**src/afa_pkg.sv**
```systemverilog
// constants, register map and helpers for the converter flag aggregator
package afa_pkg;
    localparam int          CH_N          = 12;
    localparam int          CHW           = 4;
    localparam int          SEQ_N         = 2;
    localparam int          BYTE_W        = 8;
    localparam int          STRB_W        = 4;
    localparam int          AW            = 32;
    localparam int          DW            = 32;
    localparam logic [31:0] FLAGS_ADDR    = 32'h4001C068;
    localparam logic [31:0] IRQ_EN_ADDR   = 32'h4001C070;
    localparam logic [31:0] CROSS_EN_ADDR = 32'h4001C074;
    localparam logic [31:0] FLAGS_RST     = 32'h00000000;
    localparam logic [31:0] IRQ_EN_RST    = 32'h00000000;
    localparam logic [11:0] CROSS_EN_RST  = 12'h000;
    localparam logic [31:0] IRQ_EN_MASK   = 32'hF0000FFF;
    localparam logic [31:0] IRQ_SRC_MASK  = 32'hF0000000;
    localparam logic [1:0]  RESV_VAL      = 2'h0;
    localparam logic [1:0]  RESP_OKAY     = 2'h0;
    localparam logic [1:0]  RESP_SLVERR   = 2'h2;
    localparam int          THR_LO        = 0;
    localparam int          OVR_LO        = 12;
    localparam int          MIR_LO        = 20;
    localparam int          SEQ_A_OVERRUN_MIRROR_BIT  = 24;
    localparam int          SEQ_B_OVERRUN_MIRROR_BIT  = 25;
    localparam int          SEQ_A_IRQ_FLAG_BIT  = 28;
    localparam int          SEQ_B_IRQ_FLAG_BIT  = 29;
    localparam int          THR_INT_BIT   = 30;
    localparam int          OVERRUN_SUMMARY_FLAG_BIT   = 31;

    // one-hot channel select, empty when not enabled or out of range
    function automatic logic [CH_N-1:0] chan_dec(input logic [CHW-1:0] ch,
                                                 input logic en);
        logic [CH_N-1:0] v;
        v = '0;
        for (int i = 0; i < CH_N; i++)
        begin
            if (en && (ch == CHW'(i)))
                v[i] = 1'b1;
        end
        return v;
    endfunction : chan_dec

    // byte strobes widened to a bit mask
    function automatic logic [DW-1:0] strb_mask(input logic [STRB_W-1:0] s);
        logic [DW-1:0] m;
        m = '0;
        for (int i = 0; i < STRB_W; i++)
            m[i*BYTE_W +: BYTE_W] = {BYTE_W{s[i]}};
        return m;
    endfunction : strb_mask

    // merge write data into an old value under the strobes
    function automatic logic [DW-1:0] wmerge(input logic [DW-1:0] old,
                                             input logic [DW-1:0] data,
                                             input logic [STRB_W-1:0] s);
        logic [DW-1:0] m;
        m = strb_mask(s);
        return (old & ~m) | (data & m);
    endfunction : wmerge
endpackage : afa_pkg

```
**src/afa_evt_if.sv**
```systemverilog
// set, clear and state bundle between a flag bank and its user
`timescale 1ns/1ns
interface afa_evt_if
#(
    parameter int W = 12
);
    logic [W-1:0] set;
    logic [W-1:0] clr;
    logic [W-1:0] state;
    modport owner (input set, input clr, output state);
    modport user  (output set, output clr, input state);
endinterface : afa_evt_if

```
**src/afa_sticky.sv**
```systemverilog
// bank of sticky flags, set wins over clear
`timescale 1ns/1ns
module afa_sticky
#(
    parameter int W = 12
)
(
    // clock and reset
    input  wire logic aclk,
    input  wire logic aresetn,
    // flag bundle
    afa_evt_if.owner  ev
);
    import afa_pkg::*;
    logic [W-1:0] flag_q;
    logic [W-1:0] flag_d;

    assign flag_d   = (flag_q & ~ev.clr) | ev.set;
    assign ev.state = flag_q;

    always_ff @(posedge aclk)
    begin
        if (!aresetn)
            flag_q <= '0;
        else
            flag_q <= flag_d;
    end
endmodule : afa_sticky

```
**src/afa_ovr_track.sv**
```systemverilog
// per-channel overrun bits, cleared by own or global result reads
`timescale 1ns/1ns
module afa_ovr_track
(
    // clock and reset
    input  wire logic            aclk,
    input  wire logic            aresetn,
    // overrun bundle: set by events, clr by own result reads
    afa_evt_if.owner             ev,
    // global result reads with the channel they carried
    input  wire logic            glob_a_rd,
    input  wire logic [afa_pkg::CHW-1:0] glob_a_chan,
    input  wire logic            glob_b_rd,
    input  wire logic [afa_pkg::CHW-1:0] glob_b_chan
);
    import afa_pkg::*;
    logic [CH_N-1:0] ovr_q;
    logic [CH_N-1:0] rd_clr;

    assign rd_clr   = ev.clr | chan_dec(glob_a_chan, glob_a_rd)
                    | chan_dec(glob_b_chan, glob_b_rd);
    assign ev.state = ovr_q;

    always_ff @(posedge aclk)
    begin
        if (!aresetn)
            ovr_q <= '0;
        else
            ovr_q <= (ovr_q & ~rd_clr) | ev.set;
    end
endmodule : afa_ovr_track

```
**src/afa_top.sv**
```systemverilog
// converter flag aggregator with its AXI4-Lite register slave
// Functional notes
// - bits 20..23 mirror overrun of channels 8..11, read only
// - bits 24 and 25 mirror global overrun of sequences A and B
// - mode 0, bit 28 follows sequence A result valid bit
// - mode 1, bit 28 set at end of A sequence, write one clears
// - mode 0, bit 29 follows sequence B result valid bit
// - mode 1, bit 29 set at end of B sequence, write one clears
// - sequence and overrun flags interrupt only when enabled
// - bit 30 set while any of twelve threshold flags is set
// - bit 30 clears only once all threshold flags are cleared
// - each threshold type per channel contributes only when enabled
// - bit 31 set while any channel overrun bit is set
// - global overrun feeds bit 31 only while that sequence mode is 0
// - bit 31 clears once every contributing overrun bit is cleared
// - threshold flag set on enabled event, cleared by writing one
// - channel overrun clears on own or global result read of it
`timescale 1ns/1ns
module afa_top
(
    // clock and reset
    input  wire logic                    aclk,
    input  wire logic                    aresetn,
    // axi4-lite write address
    input  wire logic [afa_pkg::AW-1:0]  awaddr,
    input  wire logic [2:0]              awprot,
    input  wire logic                    awvalid,
    output logic                         awready,
    // axi4-lite write data
    input  wire logic [afa_pkg::DW-1:0]  wdata,
    input  wire logic [afa_pkg::STRB_W-1:0] wstrb,
    input  wire logic                    wvalid,
    output logic                         wready,
    // axi4-lite write response
    output logic [1:0]                   bresp,
    output logic                         bvalid,
    input  wire logic                    bready,
    // axi4-lite read address
    input  wire logic [afa_pkg::AW-1:0]  araddr,
    input  wire logic [2:0]              arprot,
    input  wire logic                    arvalid,
    output logic                         arready,
    // axi4-lite read data
    output logic [afa_pkg::DW-1:0]       rdata,
    output logic [1:0]                   rresp,
    output logic                         rvalid,
    input  wire logic                    rready,
    // sequence status
    input  wire logic                    seq_a_mode,
    input  wire logic                    seq_b_mode,
    input  wire logic                    seq_a_valid,
    input  wire logic                    seq_b_valid,
    input  wire logic                    seq_a_done,
    input  wire logic                    seq_b_done,
    input  wire logic                    seq_a_glob_ovr,
    input  wire logic                    seq_b_glob_ovr,
    // channel overrun events and result reads
    input  wire logic [afa_pkg::CH_N-1:0] chan_ovr_set,
    input  wire logic [afa_pkg::CH_N-1:0] chan_rd,
    input  wire logic                    glob_a_rd,
    input  wire logic [afa_pkg::CHW-1:0] glob_a_chan,
    input  wire logic                    glob_b_rd,
    input  wire logic [afa_pkg::CHW-1:0] glob_b_chan,
    // threshold comparison events
    input  wire logic [afa_pkg::CH_N-1:0] thr_outside,
    input  wire logic [afa_pkg::CH_N-1:0] thr_cross,
    // results
    output logic [afa_pkg::CH_N-1:0]     chan_overrun,
    output logic                         adc_irq
);
    import afa_pkg::*;

    afa_evt_if #(.W(CH_N))  thr_if ();
    afa_evt_if #(.W(CH_N))  ovr_if ();
    afa_evt_if #(.W(SEQ_N)) seq_if ();

    logic              awready_q;
    logic              wready_q;
    logic              bvalid_q;
    logic [1:0]        bresp_q;
    logic              arready_q;
    logic              rvalid_q;
    logic [1:0]        rresp_q;
    logic [DW-1:0]     rdata_q;
    logic              aw_have_q;
    logic              w_have_q;
    logic [AW-1:0]     aw_addr_q;
    logic [DW-1:0]     w_data_q;
    logic [STRB_W-1:0] w_strb_q;
    logic [DW-1:0]     en_q;
    logic [CH_N-1:0]   cross_q;
    logic              irq_q;

    logic              aw_fire;
    logic              w_fire;
    logic              ar_fire;
    logic              wr_do;
    logic              aw_have_d;
    logic              w_have_d;
    logic              wr_flags;
    logic              wr_en;
    logic              wr_cross;
    logic              wr_ok;
    logic              rd_ok;
    logic [DW-1:0]     w1c;
    logic [DW-1:0]     en_d;
    logic [DW-1:0]     cross_m;
    logic [DW-1:0]     rd_w;
    logic [DW-1:0]     flags_w;
    logic [CH_N-1:0]   thr_hit;
    logic              thr_sum;
    logic              ovr_sum;
    logic              seq_a_flag;
    logic              seq_b_flag;
    logic              irq_d;

    // bus handshakes
    assign aw_fire   = awvalid & awready_q;
    assign w_fire    = wvalid & wready_q;
    assign ar_fire   = arvalid & arready_q;
    assign wr_do     = aw_have_q & w_have_q & ~bvalid_q;
    assign aw_have_d = aw_have_q ? ~wr_do : aw_fire;
    assign w_have_d  = w_have_q ? ~wr_do : w_fire;

    // write decode
    assign wr_flags = wr_do & (aw_addr_q == FLAGS_ADDR);
    assign wr_en    = wr_do & (aw_addr_q == IRQ_EN_ADDR);
    assign wr_cross = wr_do & (aw_addr_q == CROSS_EN_ADDR);
    assign wr_ok    = (aw_addr_q == FLAGS_ADDR)
                    | (aw_addr_q == IRQ_EN_ADDR)
                    | (aw_addr_q == CROSS_EN_ADDR);
    assign w1c      = wr_flags ? (w_data_q & strb_mask(w_strb_q)) : '0;
    assign en_d     = wmerge(en_q, w_data_q, w_strb_q) & IRQ_EN_MASK;
    assign cross_m  = wmerge(DW'(cross_q), w_data_q, w_strb_q);

    // threshold flags
    assign thr_hit    = (thr_outside & en_q[CH_N-1:0])
                      | (thr_cross & cross_q);
    assign thr_if.set = thr_hit;
    assign thr_if.clr = w1c[THR_LO +: CH_N];
    assign thr_sum    = |thr_if.state;

    // channel overrun bits
    assign ovr_if.set = chan_ovr_set;
    assign ovr_if.clr = chan_rd;
    assign ovr_sum    = (|ovr_if.state)
                      | (seq_a_glob_ovr & ~seq_a_mode)
                      | (seq_b_glob_ovr & ~seq_b_mode);

    // sequence flags: sticky only in sequence-complete mode
    assign seq_if.set = {seq_b_done & seq_b_mode,
                         seq_a_done & seq_a_mode};
    assign seq_if.clr = {w1c[SEQ_B_IRQ_FLAG_BIT] | ~seq_b_mode,
                         w1c[SEQ_A_IRQ_FLAG_BIT] | ~seq_a_mode};
    assign seq_a_flag = seq_a_mode ? seq_if.state[0] : seq_a_valid;
    assign seq_b_flag = seq_b_mode ? seq_if.state[1] : seq_b_valid;

    // flag word; mirrors and summaries have no write path
    assign flags_w = {ovr_sum, thr_sum, seq_b_flag, seq_a_flag, RESV_VAL,
                      seq_b_glob_ovr, seq_a_glob_ovr,
                      ovr_if.state, thr_if.state};

    // interrupt request
    assign irq_d = |(flags_w & en_q & IRQ_SRC_MASK);

    // read decode
    assign rd_ok = (araddr == FLAGS_ADDR)
                 | (araddr == IRQ_EN_ADDR)
                 | (araddr == CROSS_EN_ADDR);
    assign rd_w  = (araddr == FLAGS_ADDR)    ? flags_w :
                   (araddr == IRQ_EN_ADDR)   ? en_q :
                   (araddr == CROSS_EN_ADDR) ? DW'(cross_q) : '0;

    afa_sticky #(.W(CH_N)) u_thr
    (
        .aclk    (aclk),
        .aresetn (aresetn),
        .ev      (thr_if.owner)
    );

    afa_sticky #(.W(SEQ_N)) u_seq
    (
        .aclk    (aclk),
        .aresetn (aresetn),
        .ev      (seq_if.owner)
    );

    afa_ovr_track u_ovr
    (
        .aclk        (aclk),
        .aresetn     (aresetn),
        .ev          (ovr_if.owner),
        .glob_a_rd   (glob_a_rd),
        .glob_a_chan (glob_a_chan),
        .glob_b_rd   (glob_b_rd),
        .glob_b_chan (glob_b_chan)
    );

    // write channel
    always_ff @(posedge aclk)
    begin
        if (!aresetn)
        begin
            aw_have_q <= 1'b0;
            w_have_q  <= 1'b0;
            awready_q <= 1'b0;
            wready_q  <= 1'b0;
            bvalid_q  <= 1'b0;
            bresp_q   <= RESP_OKAY;
        end
        else
        begin
            aw_have_q <= aw_have_d;
            w_have_q  <= w_have_d;
            awready_q <= ~aw_have_d;
            wready_q  <= ~w_have_d;
            if (wr_do)
            begin
                bvalid_q <= 1'b1;
                bresp_q  <= wr_ok ? RESP_OKAY : RESP_SLVERR;
            end
            else if (bready)
                bvalid_q <= 1'b0;
        end
    end

    // write payload capture
    always_ff @(posedge aclk)
    begin
        if (aw_fire)
            aw_addr_q <= awaddr;
        if (w_fire)
        begin
            w_data_q <= wdata;
            w_strb_q <= wstrb;
        end
    end

    // read channel
    always_ff @(posedge aclk)
    begin
        if (!aresetn)
        begin
            arready_q <= 1'b0;
            rvalid_q  <= 1'b0;
            rresp_q   <= RESP_OKAY;
            rdata_q   <= '0;
        end
        else if (ar_fire)
        begin
            arready_q <= 1'b0;
            rvalid_q  <= 1'b1;
            rresp_q   <= rd_ok ? RESP_OKAY : RESP_SLVERR;
            rdata_q   <= rd_w;
        end
        else if (rvalid_q && rready)
        begin
            arready_q <= 1'b1;
            rvalid_q  <= 1'b0;
        end
        else if (!rvalid_q)
            arready_q <= 1'b1;
    end

    // enable registers and interrupt
    always_ff @(posedge aclk)
    begin
        if (!aresetn)
        begin
            en_q    <= IRQ_EN_RST;
            cross_q <= CROSS_EN_RST;
            irq_q   <= 1'b0;
        end
        else
        begin
            if (wr_en)
                en_q <= en_d;
            if (wr_cross)
                cross_q <= cross_m[CH_N-1:0];
            irq_q <= irq_d;
        end
    end

    assign awready      = awready_q;
    assign wready       = wready_q;
    assign bvalid       = bvalid_q;
    assign bresp        = bresp_q;
    assign arready      = arready_q;
    assign rvalid       = rvalid_q;
    assign rresp        = rresp_q;
    assign rdata        = rdata_q;
    assign chan_overrun = ovr_if.state;
    assign adc_irq      = irq_q;
endmodule : afa_top

```
**config.mk**
```make
export PLATFORM = sky130hd
export DESIGN_NAME = afa_top
export DESIGN_NICKNAME = d
export VERILOG_FILES = /design/src/afa_pkg.sv /design/src/afa_evt_if.sv /design/src/afa_sticky.sv /design/src/afa_ovr_track.sv /design/src/afa_top.sv
export SDC_FILE = /design/constraint.sdc
export NUM_CORES = 1
export LEC_CHECK = 0
export BUFFER_PORTS_ARGS = -buffer_cell sky130_fd_sc_hd__buf_2
export CORE_UTILIZATION = 52
export CTS_BUF_LIST = sky130_fd_sc_hd__clkbuf_16
export CTS_CLUSTER_DIAMETER = 200
export DETAILED_ROUTE_END_ITERATION = 10
export GPL_ROUTABILITY_DRIVEN = 0
export MAX_ROUTING_LAYER = met4
export PLACE_DENSITY = 0.85
export SYNTH_ARGS = -nofsm -noshare
export SYNTH_HDL_FRONTEND = slang
export SYNTH_SLANG_ARGS = --single-unit
export TNS_END_PERCENT = 100
```
**constraint.sdc**
```tcl
create_clock -name aclk -period 4.8 [get_ports aclk]
set_input_delay 0.48 -clock aclk [delete_from_list [all_inputs] [get_ports aclk]]
set_output_delay 0.48 -clock aclk [all_outputs]
set_load 0.01 [all_outputs]
```
Word-level counts from Yosys, hierarchy flattened. Cells that the tools add are included.

Bits in registers: 166. Input port bits: 179. Output and inout bits: 54.

Eq/ne operators: 29. Muxes and demuxes: 40. Bitwise logic cells: 48. Reductions and logical operators: 33.

Operators by type and width (number): 32-bit by 31-bit equality test with 1-bit output (second input constant) (6); 32-bit AND (3); 12-bit OR (6); 32-bit two-way mux (2); 12-bit AND (5); 1-bit two-way mux (34); 4-bit by 3-bit equality test with 1-bit output (second input constant) (8); 4-bit equality test (second input constant) (8); 32-bit NOT (1); 32-bit OR (1); 30-bit two-way mux (1); 1-bit logical AND (25); 12-bit NOT (2); 12-bit OR reduction (2); 4-bit by 2-bit equality test with 1-bit output (second input constant) (4); 1-bit AND (12); 12-bit two-way mux (1); 4-bit by 1-bit equality test with 1-bit output (second input constant) (2); 4-bit zero test (2); 1-bit OR (8); 1-bit NOT (7); 2-bit two-way mux (2); 2-bit nonzero test (2); 4-bit OR reduction (1); other kinds (5) (5).

Logic depth before layout (Yosys ltp). Gate-level depths: netlist of the first run.

Word-level depth: 8. Depth in mapped cells: 8.

Modules after synthesis. From an unflattened synthesis of the first run, not the netlist that was laid out.

Cells, all modules: 567. Area total of the unflattened synthesis: 6052.1 µm².

By module, submodules not included: afa_top (times used 1, cells an instance 439, area an instance 4882.2 µm², sequential area each 2892.8 µm²); afa_ovr_track (times used 1, cells an instance 85, area an instance 670.6 µm², sequential area each 240.2 µm²); afa_sticky at u_thr (times used 1, cells an instance 37, area an instance 416.6 µm², sequential area each 240.2 µm²); afa_sticky at u_seq (times used 1, cells an instance 6, area an instance 82.6 µm², sequential area each 40.0 µm²).

Worst setup path after synthesis of the first run. Ideal clock, no wire load.

Path kind: input port to flip-flop. Start: input port araddr[9] (netlist name). End: register rdata_q[16], in the netlist rdata[16]. Library setup time: 0.059 ns. Data arrival time: 2.083 ns. Required time: 4.741 ns. Slack: 2.658 ns. Cell stages on the path: 8. Cells stage by stage: or4_1 -> nor4_1 -> and4_1 -> buf_2 -> nor2b_1 -> buf_4 -> buf_6 -> a22o_1.

Cells in the longest elaborated chain, start to end: 2.

Ends and longest elaborated chain: start: declaration (RTL line afa_top.sv:39) `input wire logic [afa_pkg::AW-1:0] araddr,`; 32-bit by 31-bit equality test with 1-bit output (RTL line afa_top.sv:170) `assign rd_w = (araddr == FLAGS_ADDR) ? flags_w :`; 32-bit two-way mux (RTL line afa_top.sv:170); end signal: assignment (RTL line afa_top.sv:254) `rdata_q <= rd_w;`; end: declaration (RTL line afa_top.sv:84) `logic [DW-1:0] rdata_q;`.

Every way passes these cells. A chain may end at the register's enable or synchronous reset.

Final worst setup path of the first run.
Start: input port araddr[9] (netlist name). End: register rdata_q[28], in the netlist rdata[28].

Cells in the longest elaborated chain, start to end: 3. Elaborated cells between the ends (all ways): 4. Those cells by class: eq/ne: 2; mux: 2.

Ends and longest elaborated chain: 32-bit by 31-bit equality test with 1-bit output (RTL line afa_top.sv:171) `(araddr == IRQ_EN_ADDR) ? en_q :`; 32-bit two-way mux (RTL line afa_top.sv:171); 32-bit two-way mux (*) (RTL line afa_top.sv:170).

Mark *: on every way between the ends. The rest lies on a longest branch, timed or not.

==> metrics.txt, run 1 <==
status=completed; Avg WL per Cell=roughly 17 um; max incr delay on CP=roughly 0.90 ns; number of port buffers=~200; Power Density=approximately 370 nW/um^2; Peak VDD IR=~290 uV; Initial Utilization=0.5379; CP Cell Sequence=buf_2, or4_1, nor4_1, and4_1, nor2b_1, a221o_1; Critical path origin=araddr[9]; Fin Hold WS=roughly 0.23 ns; vias per cell=5.653; Clk pin slew, worst setup/hold paths=approximately 0.060 ns; CP Class=primary input to flip-flop; remaining antenna violation count after routing=0; Avg Cell Area, Syn=11.26 um^2; routed vias=roughly 5000; DIE AREA=~12000 um^2; Die Y=about 110 um; FF+latch count, synth=~150; clock buffer depth=2; slowest cell on the critical path=nor2b_1; Seq/Total Area, Yosys=0.5828; Hold Fails Final Rpt=0; vias in the first global route=5010; CTS sink count=145; TNS Setup=0 ns; post-CTS setup buffer count=0; LEAKAGE=approximately 3.1 nW; placed cell count=between 800 and 900; max layer used=met4; DRC Markers=0; Tcrit/Tclk final=0.6023; worst path required time=5.16 ns; count of hold buffers inserted by post-cts repair=0; gr ovfl total=0; final WL=roughly 15 mm; Main synth FF type=dfxtp_1; DRT iter0 DRCs=564; Critical Path End Type=flip-flop; Place WS=1.462 ns; root buffer cell=clkbuf_16; post-synth top area share=0.3213; Syn. warnings=0; post_cts resized=0; fin cells=~880; reg-to-reg startpoint=aw_addr_q[17]; num ports=233; Cell Area, Synth=just under 6000 um^2; Clock Skew=between 0.005 and 0.006 ns; WP buf/inv=1; Synth area leader=dfxtp_1; max-slew violation count=0; first-pass GRT wire length=23.20 mm; Slew HR=0.2057; f_max=about 0.35 GHz; metal1 wirelength=about 6.1 mm; Top delay family on crit path=simple AND/OR/NAND/NOR gates; largest net degree at the start of global routing=62; unrepaired setup endpoints after global routing=no; CTS tree=yes; Unique masters post-synth=52; final setup margin=1.909 ns; Finished Core Util=0.6937; Max Cap Violations=0; nets@finish=~900; Slew @ Worst Pin=~1.2 ns; drt first pass iters=6; hpwl dp=10.98 mm; antenna violations before repair=2; core area=approximately 11000 um^2; synth top area cells=dfxtp_1, edfxtp_1, nand2_1; EDFF count, synth=a little over 50; Total Routing Usage GR=0.2723; met2 WL=~7.3 mm; final setup vio count=0; hold path start=wdata[4]; Die W=roughly 110 um; Filler cells=a little over 800; worst min path class=primary input to flip-flop; FP Rows=38; Synth-to-Final Area Change=28.97%; DR WL met3=1.239 mm; H-tree Lvls=4; Worst Setup Start Kind=primary input; Async S/R FF share, synth=0; clk_lat worst skew=0.42 ns; cts bufs inserted=17; CP max FO=16; Critical Path AT=between 3 and 4 ns; Syn Inst Count=between 500 and 600; share of cells above drive strength 1=0.3565; fin crit period=2.891 ns
## worst reg2reg max path, cell delays in order (launching register included)
cell and delay (ns):
edfxtp_1 0.36, nor4b_1 0.36, nand4_1 0.22, or2_1 0.44, nor4_4 0.87, mux2i_1 0.30
## worst paths after layout
| path | end | slack, ns | depth (start not counted) |
|---|---|---|---|
| setup / recovery | rdata[28] | 1.91 | 6 |
| hold / removal | w_data_q[4] | 0.23 | 1 |
| hold reg to reg | rdata[8] | 0.45 | 2 |
| setup reg to reg | flip-flop | 2.18 | 5 |
## per-stage QoR
stage               power, W  area (um^2)
floorplan           0.001425         5868
global placement    0.001517         6949
detailed placement  0.001524         6949
CTS                 0.002823         7548
global route        0.002887         7553
finish              0.002802         7553
## synth_stat cells (all sizes together) (6+ instances only)
master   n
a21oi    8
a22o    14
a22oi   25
a311oi  12
buf     10
clkbuf  17
dfxtp   94
edfxtp  51
inv      9
mux2    14
mux2i   24
nand2   66
nand2b   8
nand3    9
nand3b   6
nand4    6
nor2    25
nor2b   14
nor3    11
nor4    19
nor4b    7
o21a     9
o21ai   16
## cell usage in the layout (no fill, tap or decap), types with 3 or more instances in the layout
cell | Yosys | layout
and3_1 | 4 | 4
a22o_1 | 14 | 14
or4_1 | 3 | 3
o21ai_0 | 16 | 16
clkbuf_16 | 0 | 20
mux2i_1 | 24 | 24
nor4_4 | 4 | 4
o21a_1 | 9 | 9
conb_1 | 1 | 4
nor2b_1 | 14 | 14
nand2_1 | 66 | 66
nand2b_1 | 8 | 8
nor4b_1 | 7 | 7
nor4_1 | 14 | 14
or3b_2 | 3 | 3
clkinv_2 | 0 | 4
a311oi_1 | 12 | 12
buf_2 | 3 | 205
nand3b_1 | 6 | 6
nand3_1 | 9 | 9
dfxtp_1 | 94 | 94
nor3_1 | 11 | 11
nor2_1 | 25 | 25
mux2_2 | 14 | 14
a31oi_1 | 3 | 3
o22ai_1 | 4 | 4
nand4_1 | 6 | 6
edfxtp_1 | 51 | 51
nor3b_1 | 4 | 4
a21oi_1 | 8 | 7
inv_1 | 9 | 9
a22oi_1 | 25 | 25
## routing by layer
metal,up-vias,GRT usage
li1,2358,-
met1,2288,0.3019
met2,270,0.4513
met3,42,0.06932
met4,0,0.1429
met5,-,-
## area by class of cell
type | count | area [um^2] | area share
tap | 140 | 175.2 | 0.02319
multi-input combinational | 342 | 2286 | 0.3026
clock buffer | 20 | 500.5 | 0.06626
clock inverter | 12 | 98.84 | 0.01309
timing repair buffer | 207 | 1041 | 0.1378
inverter | 9 | 33.78 | 0.004472
sequential | 145 | 3413 | 0.4519
antenna | 2 | 5.005 | 0.0006626
## kinds of logic after synthesis
logic type             count (synthesis)  share of synthesized area
AO/OA/AOI/OAI                        104                     0.1307
buffers and inverters                 36                    0.02948
flip-flops                           145                     0.5828
multiplexers                          38                    0.06793
other                                  1                  0.0006403
AND/OR/NAND/NOR                      196                     0.1884
## where the power goes
group | internal, W | total (W) | switching (W)
clock | 0.000802 | 0.00130 | 0.000499
combinational | 0.0000776 | 0.000171 | 0.0000932
sequential | 0.00131 | 0.00133 | 0.0000208
No activity file was read; power rests on OpenSTA's default activity.
==> run 2: changes to the inputs <==
- CORE_UTILIZATION: 52 -> 44
- PLACE_DENSITY: 0.85 -> 0.76
- clock period: 4.8 -> 2.6 ns (I/O delays scaled with it)
==> run 2 against run 1 <==
Utilization fell by 6.9 points. Clock power rose by 90%. First-iteration DRC count down 49%. Flip-flop and latch count is the same. Clock skew grew 0.0032 ns. Combinational power up 110%. Final cell count rose by 8.2%. Design area grew 5.6%. Register-to-register slack lost 1.9 ns. Power rose by 88%. Count of clock-buffer cells in the layout shrank 3. Largest power group is now the clock network.
==> metrics.txt, run 2 (same netlist as run 1, synthesis figures left out) <==
Avg WL per Cell=~17 um; CTS sink count=around 150; number of port buffers=slightly above 200; internal power=between 0.004 and 0.005 W; Slew @ Worst Pin=roughly 0.65 ns; TNS Setup=0 ns; Peak VDD IR=just under 600 uV; Die Y=117.4 um; Sw Pwr=about 0.0012 W; status=completed; hpwl dp=11.41 mm; Place WS=between 0.3 and 0.4 ns; CTS tree=yes; Max Cap Violations=0; R2R setup slack=a little under 0.3 ns; fin cells=approximately 950; placed cell count=between 800 and 900; drt first pass iters=5; Clock Skew=0.008589 ns; post_cts resized=0; worst min path class=primary input to flip-flop; Worst Setup Start Kind=flip-flop; share of cells above drive strength 1=0.3523; nets@finish=941; fin crit period=~2.3 ns; Sequential Power Share=0.465; vias in the first global route=5136; DIE AREA=between 10000 and 15000 um^2; H-tree Lvls=4; Hold Fails Final Rpt=0; Initial Utilization=0.4585; LEAKAGE=about 3.3 nW; Critical Path AT=~2.6 ns; cts bufs inserted=17; CP Class=flip-flop to flip-flop; Critical Path End Type=flip-flop; unrepaired setup endpoints after global routing=no; final setup vio count=0; first-pass GRT wire length=24.53 mm; gr ovfl total=0; Slew HR=0.5662; Tcrit/Tclk final=0.8852; routed vias=5108; clk_lat worst skew=0.42 ns; final setup margin=around 0.30 ns; Die W=117.4 um; Gate power share=0.068; Clk pin slew, worst setup/hold paths=about 0.06 ns; num ports=between 200 and 250; worst path required time=between 2 and 3 ns; final WL=15.75 mm; DRC Markers=0; core area=about 13000 um^2; largest net degree at the start of global routing=just under 60; remaining antenna violation count after routing=0; vias per cell=5.383; Net Sw Frac=0.2218; post-CTS setup buffer count=0; most common cell after layout, fill and taps aside=buf_2; Total Routing Usage GR=0.2363; root buffer cell=clkbuf_16; f_max=~0.43 GHz; Synth-to-Final Area Change=36.17%; FP Rows=41; DRT iter0 DRCs=290; Clock Power Share=0.467; CP max FO=8; max-slew violation count=0; antenna violations before repair=2; clock buffer depth=2; most frequent cells in the layout=buf_2, dfxtp_1, nand2_1; Power Density=662.4 nW/um^2
## run 2: cell types whose count changed in the layout (fill, tap and decap cells not counted), sizes merged
cell | before | now
dlygate4sd3 | 0 | 29
buf | 207 | 218
clkbuf | 20 | 17
bufinv | 1 | 3
clkinv | 6 | 5
clkinvlp | 2 | 3
inv | 12 | 13
## run 2: stage by stage
step / hold slack [ns] / utilization / area [um^2] / power [W]
after global routing: 0.0005959 / 0.6244 / 7975 / 0.005460
final: 0.01830 / 0.6244 / 7975 / 0.005282
after detailed placement: 0.4382 / 0.5536 / 7072 / 0.002823
after floorplan: 0.3589 / - / 5868 / 0.002631
after CTS: 0.0003704 / 0.6177 / 7890 / 0.005299
after global placement: 0.4357 / 0.5536 / 7072 / 0.002809
## run 2: per-layer routing
metal	GRT usage	wire length, um	share of wire
met1	0.2577	6242	0.40
met3	0.06566	1018	0.065
met4	0.1071	421	0.027
met5	-	0	0
met2	0.3998	8070	0.51
## run 2: repair_timing
item                                    CTS  global route
hold buffers                             21             8
endpoints found under the hold margin    21             8
endpoints found under the setup margin    0             0
## run 2: layout make-up
| type | instances | area [um^2] |
|---|---|---|
| clock inverters | 15 | 182.7 |
| fillers | 1013 | 4798 |
| repair buffers | 247 | 1414 |
| well taps | 172 | 215.2 |
| multi-input cells | 342 | 2286 |
| inverters | 9 | 33.78 |
| clock buffers | 17 | 425.4 |
| flip-flops and latches | 145 | 3413 |
| diodes | 2 | 5.005 |
## run 2: worst paths after layout
path	end	cells after the start	startpoint
worst max-delay path	flip-flop	5	aw_addr_q[0]
worst min-delay path	aw_addr_q[14]	1	awaddr[14]
worst max register to register	flip-flop	5	aw_addr_q[0]
worst min register to register	rdata[5]	2	rdata[5]
## run 2: critical path, cell delays in order, from the launching register on
cell and delay [ns]:
edfxtp_1 0.38, nor4b_1 0.39, nand4_1 0.20, or2_1 0.44
nor4_4 0.54, mux2i_1 0.27
## run 2: power by group through the flow
stage	combinational (W)	clock [W]	sequential (W)
after floorplan	0.000131	0	0.00250
after global placement	0.000310	0	0.00250
after detailed placement	0.000320	0	0.00250
after CTS	0.000346	0.00250	0.00245
after global routing	0.000388	0.00261	0.00246
final	0.000358	0.00247	0.00246
